**src/hw/cc_timer_defines.svh**
```systemverilog
// Register offsets, field positions, reset values of the two-channel timer
`ifndef CC_TIMER_DEFINES_SVH
`define CC_TIMER_DEFINES_SVH

// ==========================================================
// Register offsets
`define OFS_STATUS_CTRL  4'h0
`define OFS_COUNT_HIGH   4'h1
`define OFS_COUNT_LOW    4'h2
`define OFS_MOD_HIGH     4'h3
`define OFS_MOD_LOW      4'h4
`define OFS_CH0_CTRL     4'h5
`define OFS_CH0_HIGH     4'h6
`define OFS_CH0_LOW      4'h7
`define OFS_CH1_CTRL     4'h8
`define OFS_CH1_HIGH     4'h9
`define OFS_CH1_LOW      4'hA

// ==========================================================
// Timer status and control fields
`define SC_WRAP_FLAG     7
`define SC_WRAP_IE       6
`define SC_STOP          5
`define SC_RESET         4
`define SC_PS_HI         2
`define PS_EXTERNAL      3'h7
`define SC_RESET_VALUE   8'h20

// ==========================================================
// Channel control fields
`define CH_FLAG          7
`define CH_IE            6
`define CH_COMPARE       4
`define CH_SEL_HI        3
`define CH_SEL_LO        2
`define CH_TOV           1
`define CH_RESET_VALUE   8'h00
`define SEL_RISE_TOGGLE  2'h1
`define SEL_FALL_CLEAR   2'h2
`define SEL_BOTH_SET     2'h3

// ==========================================================
// Other reset values
`define MOD_RESET_VALUE  16'hFFFF
`define VAL_RESET_VALUE  16'h0000

`endif

```
**src/hw/cc_timer_pkg.sv**
```systemverilog
// Types shared by the two-channel timer
package cc_timer_pkg;
  typedef logic [15:0] count_t;
  typedef logic [7:0]  byte_t;
  typedef enum logic [1:0] {
    SRC_CH0,
    SRC_CH1,
    SRC_WRAP,
    SRC_NONE
  } irq_src_e;
endpackage

```
**src/hw/cc_timer.sv**
```systemverilog
// Two-channel capture/compare timer with prescaler and modulo counter
`timescale 1ns/100ps
`include "cc_timer_defines.svh"

// Function
// - A 16-bit up-counter runs free or modulo and times both channels.
// - The modulo limit comes from software-written high and low registers.
// - Reading the counter never disturbs counting.
// - Two channels, each independently capture or compare.
// - Counter clock is one of seven prescaled rates or external pin.
// - A three-bit prescale select field chooses the counter clock.
// - An active capture edge copies the counter into the channel value.
// - Capture edge is rising, falling or either, per channel.
// - A capture raises an interrupt request when enabled.
// - Counter reaching compare value sets, clears or toggles the pin.
// - A compare match raises an interrupt request when enabled.
// - Each channel may toggle its pin on counter overflow.
// - One bit halts the counter, another resets counter and prescaler.
// - Timer takes over shared port pins only while it uses them.
// - Compare values written take effect at once; passed values miss.
// - Overflow flag at period end; compare flag at the compare match.
// - Interrupt priority is channel 0, channel 1, then overflow.
module cc_timer (
  input  wire logic       I_CLK,
  input  wire logic       I_RESET_N,
  input  wire logic [3:0] I_ADDR,
  input  wire logic [7:0] I_WDATA,
  input  wire logic       I_WR,
  input  wire logic       I_RD,
  output logic      [7:0] O_RDATA,
  input  wire logic [1:0] I_CH_PIN,
  output logic      [1:0] O_CH_PIN,
  output logic      [1:0] O_CH_OE,
  input  wire logic       I_EXT_CLK,
  output logic            O_EXT_CLK_SEL,
  output logic            O_IRQ_REQ,
  output logic      [1:0] O_IRQ_SRC
);

  // ==========================================================
  // Helpers
  function automatic logic rate_tick(input logic [5:0] div,
                                     input logic [2:0] ps);
    logic [5:0] mask;
    mask = 6'(({6'h00, 1'b1} << ps) - 7'h01);
    return (div & mask) == mask;
  endfunction

  function automatic logic edge_hit(input logic [1:0] sel,
                                    input logic prev, input logic cur);
    logic rise;
    logic fall;
    rise = !prev && cur;
    fall = prev && !cur;
    return (sel[0] && rise) || (sel[1] && fall);
  endfunction

  // ==========================================================
  // State
  cc_timer_pkg::byte_t  sc_q, sc_d;
  cc_timer_pkg::count_t cnt_q, cnt_d;
  cc_timer_pkg::count_t mod_q, mod_d;
  logic [5:0]           div_q, div_d;
  logic                 ext_prev_q, ext_prev_d;
  cc_timer_pkg::byte_t  ch_q [2];
  cc_timer_pkg::byte_t  ch_d [2];
  cc_timer_pkg::count_t val_q [2];
  cc_timer_pkg::count_t val_d [2];
  logic [1:0]           pin_prev_q, pin_prev_d;
  logic [1:0]           pin_q, pin_d;
  logic [1:0]           oe_d;
  logic [7:0]           rdata_d;
  logic                 irq_d;
  logic [1:0]           src_d;
  logic                 tick;
  logic                 wrap_ev;
  logic                 rst_wr;
  logic [1:0]           cap_ev, cmp_ev;
  cc_timer_pkg::irq_src_e src;

  // ==========================================================
  // Next-state logic
  always_comb begin
    sc_d       = sc_q;
    cnt_d      = cnt_q;
    mod_d      = mod_q;
    div_d      = div_q;
    ext_prev_d = I_EXT_CLK;
    pin_prev_d = I_CH_PIN;
    pin_d      = pin_q;
    oe_d       = '0;
    ch_d       = ch_q;
    val_d      = val_q;
    cap_ev     = '0;
    cmp_ev     = '0;
    wrap_ev    = 1'b0;
    rdata_d    = 8'h00;
    rst_wr     = I_WR && I_ADDR == `OFS_STATUS_CTRL && I_WDATA[`SC_RESET];

    // Counter clock source
    if (sc_q[`SC_PS_HI:0] == `PS_EXTERNAL) begin
      tick = !ext_prev_q && I_EXT_CLK;
    end else begin
      tick = rate_tick(div_q, sc_q[`SC_PS_HI:0]);
    end

    // Counting; the reset bit wins over everything else
    if (rst_wr) begin
      cnt_d = '0;
      div_d = '0;
    end else begin
      div_d = div_q + 6'h01;
      if (!sc_q[`SC_STOP] && tick) begin
        if (cnt_q == mod_q) begin
          cnt_d   = '0;
          wrap_ev = 1'b1;
        end else begin
          cnt_d = cnt_q + 16'h0001;
        end
      end
    end

    // Channels
    for (int i = 0; i < 2; i++) begin
      if (ch_q[i][`CH_COMPARE]) begin
        // Match against the live value, so a late write can miss
        cmp_ev[i] = !rst_wr && !sc_q[`SC_STOP] && tick &&
                    cnt_d == val_q[i];
        if (wrap_ev && ch_q[i][`CH_TOV]) begin
          pin_d[i] = !pin_q[i];
        end
        if (cmp_ev[i]) begin
          unique case (ch_q[i][`CH_SEL_HI:`CH_SEL_LO])
            `SEL_RISE_TOGGLE: pin_d[i] = !pin_q[i];
            `SEL_FALL_CLEAR:  pin_d[i] = 1'b0;
            `SEL_BOTH_SET:    pin_d[i] = 1'b1;
            default:          pin_d[i] = pin_q[i];
          endcase
        end
        oe_d[i] = ch_q[i][`CH_SEL_HI:`CH_SEL_LO] != 2'h0;
      end else begin
        cap_ev[i] = edge_hit(ch_q[i][`CH_SEL_HI:`CH_SEL_LO],
                             pin_prev_q[i], I_CH_PIN[i]);
        if (cap_ev[i]) begin
          val_d[i] = cnt_q;
        end
      end
    end

    // Register writes; a hardware set beats a clear in the same cycle
    if (I_WR) begin
      unique case (I_ADDR)
        `OFS_STATUS_CTRL: begin
          sc_d = I_WDATA & 8'hE7;
          sc_d[`SC_WRAP_FLAG] = sc_q[`SC_WRAP_FLAG] &
                                I_WDATA[`SC_WRAP_FLAG];
        end
        `OFS_MOD_HIGH: mod_d[15:8] = I_WDATA;
        `OFS_MOD_LOW:  mod_d[7:0]  = I_WDATA;
        `OFS_CH0_CTRL: begin
          ch_d[0] = I_WDATA & 8'hDE;
          ch_d[0][`CH_FLAG] = ch_q[0][`CH_FLAG] & I_WDATA[`CH_FLAG];
        end
        `OFS_CH1_CTRL: begin
          ch_d[1] = I_WDATA & 8'hDE;
          ch_d[1][`CH_FLAG] = ch_q[1][`CH_FLAG] & I_WDATA[`CH_FLAG];
        end
        `OFS_CH0_HIGH: val_d[0][15:8] = I_WDATA;
        `OFS_CH0_LOW:  val_d[0][7:0]  = I_WDATA;
        `OFS_CH1_HIGH: val_d[1][15:8] = I_WDATA;
        `OFS_CH1_LOW:  val_d[1][7:0]  = I_WDATA;
        default: ;
      endcase
    end
    if (wrap_ev) begin
      sc_d[`SC_WRAP_FLAG] = 1'b1;
    end
    for (int i = 0; i < 2; i++) begin
      if (cap_ev[i] || cmp_ev[i]) begin
        ch_d[i][`CH_FLAG] = 1'b1;
      end
    end

    // Reads have no side effects on any state
    if (I_RD) begin
      unique case (I_ADDR)
        `OFS_STATUS_CTRL: rdata_d = sc_q;
        `OFS_COUNT_HIGH:  rdata_d = cnt_q[15:8];
        `OFS_COUNT_LOW:   rdata_d = cnt_q[7:0];
        `OFS_MOD_HIGH:    rdata_d = mod_q[15:8];
        `OFS_MOD_LOW:     rdata_d = mod_q[7:0];
        `OFS_CH0_CTRL:    rdata_d = ch_q[0];
        `OFS_CH0_HIGH:    rdata_d = val_q[0][15:8];
        `OFS_CH0_LOW:     rdata_d = val_q[0][7:0];
        `OFS_CH1_CTRL:    rdata_d = ch_q[1];
        `OFS_CH1_HIGH:    rdata_d = val_q[1][15:8];
        `OFS_CH1_LOW:     rdata_d = val_q[1][7:0];
        default:          rdata_d = 8'h00;
      endcase
    end

    // Priority among pending enabled sources
    if (ch_d[0][`CH_FLAG] && ch_d[0][`CH_IE]) begin
      src = cc_timer_pkg::SRC_CH0;
    end else if (ch_d[1][`CH_FLAG] && ch_d[1][`CH_IE]) begin
      src = cc_timer_pkg::SRC_CH1;
    end else if (sc_d[`SC_WRAP_FLAG] && sc_d[`SC_WRAP_IE]) begin
      src = cc_timer_pkg::SRC_WRAP;
    end else begin
      src = cc_timer_pkg::SRC_NONE;
    end
    irq_d = src != cc_timer_pkg::SRC_NONE;
    src_d = src;
  end

  // ==========================================================
  // Registers
  always_ff @(posedge I_CLK) begin
    if (!I_RESET_N) begin
      sc_q          <= `SC_RESET_VALUE;
      cnt_q         <= '0;
      mod_q         <= `MOD_RESET_VALUE;
      div_q         <= '0;
      ext_prev_q    <= 1'b0;
      ch_q[0]       <= `CH_RESET_VALUE;
      ch_q[1]       <= `CH_RESET_VALUE;
      val_q[0]      <= `VAL_RESET_VALUE;
      val_q[1]      <= `VAL_RESET_VALUE;
      pin_prev_q    <= '0;
      pin_q         <= '0;
      O_CH_OE       <= '0;
      O_RDATA       <= 8'h00;
      O_EXT_CLK_SEL <= 1'b0;
      O_IRQ_REQ     <= 1'b0;
      O_IRQ_SRC     <= 2'h3;
    end else begin
      sc_q          <= sc_d;
      cnt_q         <= cnt_d;
      mod_q         <= mod_d;
      div_q         <= div_d;
      ext_prev_q    <= ext_prev_d;
      ch_q          <= ch_d;
      val_q         <= val_d;
      pin_prev_q    <= pin_prev_d;
      pin_q         <= pin_d;
      O_CH_OE       <= oe_d;
      O_RDATA       <= rdata_d;
      O_EXT_CLK_SEL <= sc_d[`SC_PS_HI:0] == `PS_EXTERNAL;
      O_IRQ_REQ     <= irq_d;
      O_IRQ_SRC     <= src_d;
    end
  end

  assign O_CH_PIN = pin_q;
endmodule // cc_timer

```
**config.mk**
```make
export PLATFORM = sky130hd
export DESIGN_NAME = cc_timer
export DESIGN_NICKNAME = d
export VERILOG_FILES = /design/src/hw/cc_timer_pkg.sv /design/src/hw/cc_timer.sv
export VERILOG_INCLUDE_DIRS = /design/src /design/src/hw
export SDC_FILE = /design/constraint.sdc
export NUM_CORES = 1
export LEC_CHECK = 0
export ABC_AREA = 1
export BUFFER_PORTS_ARGS = -buffer_cell sky130_fd_sc_hd__buf_2
export CAP_MARGIN = 40
export CORE_ASPECT_RATIO = 1.4
export CORE_MARGIN = 8
export CORE_UTILIZATION = 30
export CTS_CLUSTER_SIZE = 10
export DETAILED_ROUTE_END_ITERATION = 12
export PLACE_DENSITY = 0.44
export SLEW_MARGIN = 20
export SYNTH_ARGS = -nofsm -noshare
export SYNTH_HDL_FRONTEND = slang
export SYNTH_SLANG_ARGS = --single-unit
export TNS_END_PERCENT = 30
```
**constraint.sdc**
```tcl
create_clock -name I_CLK -period 2.9 [get_ports I_CLK]
set_input_delay 0.58 -clock I_CLK [delete_from_list [all_inputs] [get_ports I_CLK]]
set_output_delay 0.58 -clock I_CLK [all_outputs]
set_load 0.1 [all_outputs]
```
==> results of run 1 <==
-- cells in the mapped netlist, drive strengths merged (2+ instances only) --
library cell and n:
o211ai 9, a2111oi 2, nand2 308, dfxtp 107, a221oi 43, nand3 73, buf 22, o21ai 31
clkbuf 17, a21oi 62, clkinv 2, nand4 36, inv 146, o22ai 20, ha 3, nor2 150
nand3b 3, nor3 4, xor2 17, o221ai 3
-- logic make-up after synthesis --
group                    Yosys count  share of synthesized area
adder cells (fa/ha/maj)            3                    0.00554
flip-flops                       107                      0.316
XOR/XNOR                          18                     0.0233
buffers and inverters            187                      0.116
AND/OR/NAND/NOR                  576                      0.372
AO/OA/AOI/OAI                    176                      0.167
-- state kept, by name, summed over array words and instances, names as in the netlist --
register / flops
O_CH_OE: 2
O_CH_PIN: 2
O_EXT_CLK_SEL: 1
O_IRQ_REQ: 1
O_IRQ_SRC: 2
O_RDATA: 8
ch_q: 12
cnt_q: 16
div_q: 6
ext_prev_q: 1
mod_q: 16
pin_prev_q: 2
sc_q: 6
val_q: 32
-- through the flow --
step	std cells	instance area [um2]	util	hold WS, ps	setup TNS (ps)
floorplan	1067	6780	-	445	0
global placement	1532	8410	0.376	469	-228
detailed placement	1532	8410	0.376	478	-295
CTS	1552	8880	0.397	398	-61.8
global route	1556	9120	0.408	413	-1290
finish	1556	9120	0.408	404	-16.5
-- power by group --
part / internal (uW) / leakage [uW] / switching, uW / total [uW]
clock: 688 / 0.000146 / 648 / 1340
combinational: 276 / 0.00318 / 470 / 746
sequential: 1500 / 0.000869 / 41.4 / 1540
-- layout by cell type (no fill, tap or decap), drive strengths merged, types with 2 or more instances in the layout --
master	n
nand2	309
buf	210
nor2	150
inv	149
dfxtp	107
nand3	73
a21oi	62
a221oi	43
nand4	36
o21ai	31
o22ai	20
xor2	17
o211ai	9
clkbuf	9
nor3	4
o221ai	3
nand3b	3
ha	3
clkinv	3
a2111oi	2
clkinvlp	2
-- per-layer routing --
layer  global-route usage  vias up  share of wire
met5                    0        -              0
met4                0.129        0          0.053
met3               0.0303       69          0.041
met2                0.414      232           0.50
met1                0.278     3697           0.41
li1                     -     3880              -
-- worst min path at each step --
stage	cells after the start	to	slack, ps	from
floorplan	2	ch_q[1]$_SDFFE_PN0P_	440	ch_q[1]$_SDFFE_PN0P_
global placement	2	div_q[3]$_SDFF_PP0_	470	div_q[3]$_SDFF_PP0_
detailed placement	2	div_q[3]$_SDFF_PP0_	480	div_q[3]$_SDFF_PP0_
CTS	3	ext_prev_q$_SDFF_PN0_	400	I_EXT_CLK
global route	3	pin_prev_q[0]$_SDFF_PN0_	410	I_CH_PIN[0]
finish	3	ext_prev_q$_SDFF_PN0_	400	I_EXT_CLK
-- layout make-up --
cell class,instances,share of cell area
clock inverter,7,0.00933
tap,301,0.0413
sequential,107,0.236
inverter,148,0.0609
timing repair buffer,210,0.170
multi-input combinational,774,0.457
clock buffer,9,0.0247
-- critical path, delay by kind of cell, from the launching register on --
family	cells	cell delay [ps]
flops	1	370
fa+ha+maj	1	270
simple gates	15	1720
buf+inv	2	210
compound gates	2	270
-- repair_timing --
| item | in CTS | in global routing |
|---|---|---|
| cloned | 1 | 0 |
| setup buffers | 3 | 4 |
| setup endpoints to repair | 6 | 7 |
| pin swaps | 15 | 24 |
| resized for setup | 36 | 54 |
==> results.py, run 1 <==
metrics = {
    "timing": {
        "max_clock_freq_ghz": 0.343,
        "min_period_ps": 2920,
        "timing_worst_slew_pin_value_ps": 576,
        "slew_violations": 0,
        "hold_viol_final": 0,
        "setup_viol": 1,
        "post-route-period-util": 1.01,
        "rsz0062_at_grt": "true",
        "relSlewSlack": 0.616,
        "finalClockSkew_ps": 9.43,
        "setup_slack_ps": -16.5,
    },
    "cts": {
        "clock_path_buffers": 2,
        "clkTransAtPathRegs_ps": 80,
        "cts_buffers": 9,
        "root_buffer": "clkbuf_16",
        "postCtsHoldBufs": 0,
        "cts_tree": "built",
        "cts.htree.levels": 3,
        "clock_sinks": 107,
        "insertion_delay_ps": 380,
    },
    "synth": {
        "synth_top_area_frac": 0.316,
        "synth_async_sr_flop_share": 0,
        "syn-num-nets": 1089,
        "synth_cell_types": 44,
        "ys_seq_area_frac": 0.316,
        "synthTopCellsByArea": "dfxtp_1 32%, nand2_1 16%, nor2_1 7.8%, inv_1 7.4%, a221oi_1 5.6%",
        "synth_area_um2": 6780,
        "synth-edff-count": 0,
        "syn-mean-instance-area_um2": 6.35,
        "yosysWarnings": 0,
        "yosys.area.top_type": "dfxtp_1",
        "synth-main-ff-cell": "dfxtp_1",
        "synth-seq-cells": 107,
        "synthCells": 1067,
    },
    "die": {
        "ios": 35,
        "die-area_um2": 27700,
        "core_um2": 22400,
        "die_x_um": 143,
        "initial_core_util": 0.303,
        "die_y_um": 194,
        "rows": 65,
    },
    "pwr": {
        "p_leak_uw": 0.00419,
        "power_uw": 3630,
        "pwr_density_cell_nw_per_um2": 398,
        "peakVddDrop_v": 0.000277,
    },
    "global_route": {
        "grt_pass1_vias": 7891,
        "grt_max_degree": 46,
        "track_usage": 0.239,
        "antenna_found_initial": 0,
        "grt_pass1_wl_mm": 48.8,
        "grt.overflow.total": 0,
    },
    "placed_design": {
        "preCtsSetupSlack_ps": -120,
        "port_buffers": 34,
        "hpwl_mm": 26.6,
        "place_congestion": 1.02,
    },
    "drt": {
        "drt_iter0_drc": 544,
        "avgViaCountPerCell": 5.06,
        "via_count": 7878,
        "postRouteAntennaNets": 0,
        "drc_errors": 0,
        "firstDrtPassIters": 5,
        "totalWireLength_mm": 32.7,
        "routedWlPerCell_um": 21.0,
    },
    "worst_setup_path": {
        "crit_start": "sc_q[0]$_SDFF_PN0_",
        "end_kind": "register",
        "crit_fanout": 8,
        "r2r_setup_slack_ps": -20,
        "crit_arrival_ps": 3190,
        "slowest_stage": "dfxtp_4",
        "cpPeakStageDelay_ps": 370,
        "crit_type": "register to register",
        "worstRegToRegCells": 20,
        "cp.required_ps": 3170,
        "rr_startpoint": "sc_q[0]$_SDFF_PN0_",
        "start_kind": "register",
        "worstPathCellList": "nor2_4 > nand2_1 > ha_1 > inv_1 > nand2_1 > nand3_1 > nor2_2 > nand3_2 > nand2_8 > buf_6 > nand3_2 > nand3_2 > o21ai_1 > nor2_1 > nand2_1 > nor2_4 > nand2_2 > o21ai_4 > nand3_2 > and2_1",
        "critPathCapture": "O_IRQ_SRC[1]$_SDFF_PN1_",
        "worst_r2r_endpoint": "O_IRQ_SRC[1]$_SDFF_PN1_",
        "crit_top_cell": "nand3_2",
    },
    "layout": {
        "area_growth_pct": 34.5,
        "multiInputGateArea_um2": 4170,
        "fillers": 2449,
        "layout-drive-gt1-share": 0.273,
        "n_antenna_cell": 0,
        "nets": 1272,
        "regArea_um2": 2150,
    },
    "outcome": {
        "outcome": "finished, violations left",
        "violations": "negative setup slack",
    },
    "min_path": {
        "hold_path_class": "input pin to register",
    },
    "flow_run": {
        "drv_cap": 0,
    },
}
No activity file was read; power rests on OpenSTA's default activity.
==> run 2: changes to the inputs <==
--- a/config.mk
+++ b/config.mk
@@ -6,7 +6,6 @@
 export SDC_FILE = /design/constraint.sdc
 export NUM_CORES = 1
 export LEC_CHECK = 0
-export ABC_AREA = 1
 export BUFFER_PORTS_ARGS = -buffer_cell sky130_fd_sc_hd__buf_2
 export CAP_MARGIN = 40
 export CORE_ASPECT_RATIO = 1.4
==> results.py, run 2 <==
metrics = {
    "outcome": {
        "outcome": "finished, violations left",
        "violations": "negative setup slack",
    },
    "drt": {
        "via_count": 8246,
        "drc_errors": 0,
        "postRouteAntennaNets": 0,
        "firstDrtPassIters": 5,
        "avgViaCountPerCell": 5.74,
        "drt_iter0_drc": 752,
        "totalWireLength_mm": 37.0,
        "routedWlPerCell_um": 25.7,
    },
    "synth": {
        "synth_adder_area_share": 0.00523,
        "synth_async_sr_flop_share": 0,
        "synth_area_um2": 7180,
        "synth-main-ff-cell": "dfxtp_1",
        "synthCells": 931,
        "synth-seq-cells": 107,
        "synth_most_common_cell": "nand2_1",
        "synthMuxAreaShare": 0.0851,
        "yosysWarnings": 0,
        "synth_simple_gate_area_frac": 0.268,
        "syn-mean-instance-area_um2": 7.71,
        "ys_seq_area_frac": 0.298,
        "synth_compound_gate_area_share": 0.242,
        "synth_top_area_frac": 0.298,
        "synth_commonest_cells": "123 x nand2_1, 107 x dfxtp_1, 81 x nor2_1, 70 x clkbuf_1, 56 x nand3_1",
        "synth-edff-count": 0,
        "synth_cell_types": 82,
        "yosys.area.top_type": "dfxtp_1",
        "synthTopCellsByArea": "dfxtp_1 30%, mux2i_1 7.3%, nand2_1 6.4%, o211a_1 5.3%, nor2_1 4.2%",
        "syn-num-nets": 953,
        "synthXorXnorAreaFrac": 0.0434,
        "synth_top_family_by_area": "simple AND/OR/NAND/NOR gates",
    },
    "layout": {
        "nets": 1145,
        "fin_util": 0.410,
        "layout_common_cells": "224 x buf_4, 123 x nand2_1, 105 x dfxtp_1",
        "top_regs": "val_q (32), cnt_q (16), mod_q (16)",
        "area_growth_pct": 35.5,
        "layout-drive-gt1-share": 0.294,
        "largest_reg_flops": 32,
        "final_common_cell": "buf_4",
        "top_register": "val_q",
        "n_antenna_cell": 0,
        "final_area_um2": 9730,
    },
    "timing": {
        "post-route-period-util": 1.27,
        "slew_violations": 0,
        "max_clock_freq_ghz": 0.272,
        "setup_viol": 7,
        "rsz0062_at_grt": "true",
        "hold_viol_final": 0,
        "setup_slack_ps": -774,
        "whs_ps": 431,
        "relSlewSlack": 0.613,
        "timing_worst_slew_pin_value_ps": 579,
        "finalClockSkew_ps": 9.56,
        "min_period_ps": 3670,
    },
    "placed_design": {
        "port_buffers": 34,
        "hpwl_mm": 28.5,
        "placed_cell_area_um2": 9160,
        "place_congestion": 0.961,
    },
    "die": {
        "die-area_um2": 29200,
        "core_um2": 23700,
        "die_y_um": 199,
        "rows": 67,
        "initial_core_util": 0.303,
        "ios": 35,
        "die_x_um": 147,
    },
    "pwr": {
        "peakVddDrop_v": 0.000407,
        "pwr_density_cell_nw_per_um2": 346,
        "p_leak_uw": 0.00426,
    },
    "worst_setup_path": {
        "r2r_setup_slack_ps": -770,
        "worstRegToRegCells": 15,
        "critPathCapture": "O_CH_PIN[1]$_SDFFE_PN0P_",
        "slowest_stage": "a2111o_1",
        "crit_fanout": 6,
        "cpPeakStageDelay_ps": 410,
        "cp.required_ps": 3170,
        "crit_type": "register to register",
        "crit_arrival_ps": 3950,
        "worstPathCellList": "nor3_4 > inv_2 > ha_4 > nor2b_4 > a2111o_1 > o21a_4 > buf_4 > a211oi_2 > o31ai_2 > xor2_1 > a2111oi_0 > nand4_1 > nor2_2 > mux2_4 > o211a_1",
        "start_kind": "register",
        "worst_r2r_endpoint": "O_CH_PIN[1]$_SDFFE_PN0P_",
        "crit_start": "sc_q[1]$_SDFF_PN0_",
        "end_kind": "register",
        "rr_startpoint": "sc_q[1]$_SDFF_PN0_",
    },
    "global_route": {
        "grt.overflow.total": 0,
        "grt_max_degree": 42,
        "grt_pass1_vias": 8230,
        "grt_pass1_wl_mm": 54.2,
        "track_usage": 0.253,
        "antenna_found_initial": 0,
    },
    "cts": {
        "cts_tree": "built",
        "cts.htree.levels": 3,
        "clock_sinks": 107,
        "cts_buffers": 9,
        "root_buffer": "clkbuf_16",
        "clock_path_buffers": 2,
        "clkTransAtPathRegs_ps": 80,
        "insertion_delay_ps": 370,
    },
    "min_path": {
        "hold_path_class": "input pin to register",
    },
    "flow_run": {
        "drv_cap": 0,
    },
}
run 2: cell types whose count changed after synthesis, moves of 17 or more:
cell      change
mux2i_1      +52
nor2_1       -59
clkbuf_1     +54
a21oi_1      -36
inv_1       -118
nor3_1       +17
o211a_1      +38
nand4_1      -23
a221oi_1     -38
nand2_1     -174
nor2b_1      +23
run 2: worst min-delay path by stage:
stage	from	end	slack (ps)	cells past startpoint
after floorplan	div_q[0]$_SDFF_PP0_	div_q[0]$_SDFF_PP0_	430	1
after global placement	div_q[0]$_SDFF_PP0_	div_q[0]$_SDFF_PP0_	450	1
after detailed placement	div_q[0]$_SDFF_PP0_	div_q[0]$_SDFF_PP0_	450	1
after CTS	I_EXT_CLK	ext_prev_q$_SDFF_PN0_	420	2
after global routing	I_EXT_CLK	ext_prev_q$_SDFF_PN0_	430	2
final	I_EXT_CLK	ext_prev_q$_SDFF_PN0_	430	2
run 2: final cells by class:
cell class | count | area (um2)
multi-input cells | 721 | 4810
repair buffers | 267 | 2010
fillers | 2457 | 14000
well taps | 310 | 388
inverters | 17 | 63.8
flip-flops and latches | 107 | 2150
clock buffers | 11 | 253
clock inverters | 4 | 57.6
run 2: worst max-delay path: cells and delay by family (launching register included):
kind / cells / cell delay [ps]
multiplexers: 1 / 310
buffers and inverters: 2 / 210
XOR/XNOR: 1 / 150
flip-flops: 1 / 360
adder cells (fa/ha/maj): 1 / 170
AO/OA/AOI/OAI: 6 / 1560
AND/OR/NAND/NOR: 4 / 820
run 2: where the power goes:
group	switching (uW)	internal, uW	total, uW
Sequential	29.4	1490	1520
Combinational	289	189	478
Clock	640	724	1360
run 2: metal layers:
layer / wire length [um] / track usage / up-vias
met5: 0 / 0 / -
met4: 2960 / 0.195 / 0
met3: 1930 / 0.0385 / 160
met2: 17900 / 0.437 / 381
met1: 14100 / 0.275 / 3911
li1: - / - / 3794
run 2: cells by family (layout without fill, tap and decap cells):
| family | Yosys count | in the layout |
|---|---|---|
| XOR/XNOR | 33 | 33 |
| flip-flops | 107 | 107 |
| multiplexers | 59 | 59 |
| adder cells (fa/ha/maj) | 3 | 3 |
| AND/OR/NAND/NOR | 394 | 394 |
| buffers and inverters | 103 | 299 |
| AO/OA/AOI/OAI | 232 | 232 |
run 2: per-stage QoR:
| stage | std cells | setup TNS, ps | setup slack, ps | total power, uW |
|---|---|---|---|---|
| after floorplan | 931 | -2500 | -520 | 1790 |
| after global placement | 1407 | -9120 | -1410 | 2000 |
| after detailed placement | 1407 | -8950 | -1360 | 1990 |
| after CTS | 1427 | -4570 | -749 | 3370 |
| after global routing | 1437 | -6320 | -942 | 3470 |
| final | 1437 | -5060 | -774 | 3360 |
run 2: repair_timing:
action	CTS	global route
pin swaps	13	9
hold buffers	0	0
setup endpoints to repair	7	8
setup buffers	7	10
resized for setup	25	12
==> run 3: changes to the inputs <==
==> constraint.sdc (replaced) <==
create_clock -name I_CLK -period 2.9 [get_ports I_CLK]
set_input_delay 0.435 -clock I_CLK [delete_from_list [all_inputs] [get_ports I_CLK]]
set_output_delay 0.435 -clock I_CLK [all_outputs]
set_load 0.1 [all_outputs]
==> results.py, run 3 (synthesized netlist as in run 2, its figures left out) <==
metrics = {
    "outcome": {
        "outcome": "finished, violations left",
        "violations": "negative setup slack",
    },
    "flow_run": {
        "drv_cap": 0,
    },
    "worst_setup_path": {
        "crit_start": "sc_q[1]$_SDFF_PN0_",
        "worstPathCellList": "nor3_4 > inv_2 > ha_4 > nor2b_4 > a2111o_1 > o21a_4 > or4_4 > xor2_4 > a221oi_2 > o311a_1 > nand4_1 > nor2_2 > mux2_4 > o211a_1",
        "path_depth": 14,
        "crit_family": "compound AO/OA/AOI/OAI gates",
        "crit_fanout": 5,
        "rr_startpoint": "sc_q[1]$_SDFF_PN0_",
        "crit_arrival_ps": 3900,
        "cp.required_ps": 3160,
        "critPathCapture": "O_CH_PIN[1]$_SDFFE_PN0P_",
        "start_kind": "register",
        "slowest_stage": "or4_4",
        "crit_type": "register to register",
        "end_kind": "register",
        "worst_r2r_endpoint": "O_CH_PIN[1]$_SDFFE_PN0P_",
        "path_buf_inv": 1,
        "r2r_setup_slack_ps": -730,
        "cpPeakStageDelay_ps": 480,
        "worstRegToRegCells": 14,
    },
    "global_route": {
        "grt_pass1_vias": 8132,
        "grt_max_degree": 31,
        "antenna_found_initial": 0,
        "grt_pass1_wl_mm": 53.4,
        "grt.overflow.total": 0,
        "track_usage": 0.249,
    },
    "timing": {
        "rsz0062_at_grt": "true",
        "timing_worst_slew_pin_value_ps": 511,
        "slew_violations": 0,
        "post-route-period-util": 1.25,
        "hold_viol_final": 0,
        "whs_ps": 276,
        "min_period_ps": 3630,
        "setup_viol": 7,
        "max_clock_freq_ghz": 0.275,
        "finalClockSkew_ps": 13.4,
        "setup_slack_ps": -733,
        "fin_setup_tns_ps": -4510,
        "relSlewSlack": 0.657,
    },
    "pwr": {
        "power_uw": 3310,
        "peakVddDrop_v": 0.000412,
        "p_leak_uw": 0.00428,
        "pwr_density_cell_nw_per_um2": 337,
    },
    "cts": {
        "clkTransAtPathRegs_ps": 80,
        "postCtsHoldBufs": 0,
        "cts_tree": "built",
        "clock_path_buffers": 2,
        "cts_buffers": 9,
        "clock_sinks": 107,
        "cts.htree.levels": 3,
        "insertion_delay_ps": 370,
        "root_buffer": "clkbuf_16",
    },
    "drt": {
        "totalWireLength_mm": 36.3,
        "avgViaCountPerCell": 5.61,
        "postRouteAntennaNets": 0,
        "firstDrtPassIters": 5,
        "drt_iter0_drc": 722,
        "drc_errors": 0,
        "via_count": 8109,
        "routedWlPerCell_um": 25.2,
    },
    "placed_design": {
        "preCtsSetupSlack_ps": -1040,
        "hpwl_mm": 28.9,
        "place_congestion": 0.949,
        "port_buffers": 34,
    },
    "layout": {
        "largest_reg_flops": 32,
        "area_growth_pct": 36.6,
        "fin_util": 0.413,
        "nets": 1152,
        "multiInputGateArea_um2": 4900,
        "regArea_um2": 2150,
        "final_common_cell": "buf_4",
        "layout_common_cells": "234 x buf_4, 123 x nand2_1, 104 x dfxtp_1",
        "fillers": 2417,
        "n_antenna_cell": 0,
        "layout-drive-gt1-share": 0.300,
        "top_regs": "val_q (32), cnt_q (16), mod_q (16)",
        "top_register": "val_q",
    },
    "die": {
        "die_x_um": 147,
        "die_y_um": 199,
        "rows": 67,
        "die-area_um2": 29200,
        "core_um2": 23700,
        "initial_core_util": 0.303,
        "ios": 35,
    },
    "min_path": {
        "hold_path_class": "input pin to register",
    },
}
[run 3: changes by cell type in the layout (fill, tap and decap cells not counted), sizes merged]
| cell | before | now |
|---|---|---|
| buf | 267 | 273 |
| clkinv | 2 | 5 |
| inv | 17 | 15 |
| clkbuf | 11 | 12 |
| clkinvlp | 1 | 0 |
| o21a | 6 | 7 |
[run 3: worst reg2reg max path, stage by stage, from the launching register on]
cell and delay, ps:
dfxtp_4 370, nor3_4 190, inv_2 70, ha_4 170, nor2b_4 120, a2111o_1 430
o21a_4 270, or4_4 480, xor2_4 200, a221oi_2 220, o311a_1 250, nand4_1 160
nor2_2 190, mux2_4 310, o211a_1 120
[run 3: worst min path at each step]
stage,start,end,slack [ps],depth (start not counted)
floorplan,div_q[0]$_SDFF_PP0_,div_q[0]$_SDFF_PP0_,430,1
global placement,sc_q[6]$_SDFF_PN0_,sc_q[6]$_SDFF_PN0_,490,2
detailed placement,sc_q[6]$_SDFF_PN0_,sc_q[6]$_SDFF_PN0_,500,2
CTS,I_EXT_CLK,ext_prev_q$_SDFF_PN0_,260,2
global route,I_EXT_CLK,ext_prev_q$_SDFF_PN0_,270,2
finish,I_EXT_CLK,ext_prev_q$_SDFF_PN0_,280,2
[run 3: final cells by class]
class,instances,area share
tap,310,0.0396
inverter,17,0.00651
sequential,107,0.219
clock buffer,12,0.0262
clock inverter,4,0.00498
timing repair buffer,273,0.204
multi-input combinational,722,0.499
[run 3: metal layers]
metal	vias up	track usage	routed length [um]	part of all wire
li1	3803	-	-	-
met3	105	0.0305	1290	0.035
met2	288	0.447	18400	0.51
met1	3913	0.272	14300	0.39
met4	0	0.166	2440	0.067
met5	-	0	0	0
[run 3: timing repair]
item                                    4_1_cts  5_1_grt
endpoints found under the setup margin        7        7
resized for setup                            24       24
pin swaps                                     5       10
buffers inserted                              3        5
cloned                                        1        0
[run 3: power breakdown]
| part | switching (uW) | internal (uW) |
|---|---|---|
| registers | 27.1 | 1490 |
| logic | 290 | 194 |
| clock network | 585 | 717 |
[run 3: metrics by stage]
step	instance area (um2)	std cells
2_1_floorplan	7240	931
3_3_place_gp	9200	1420
3_5_place_dp	9200	1420
4_1_cts	9650	1440
5_1_grt	9800	1445
6_report	9800	1445
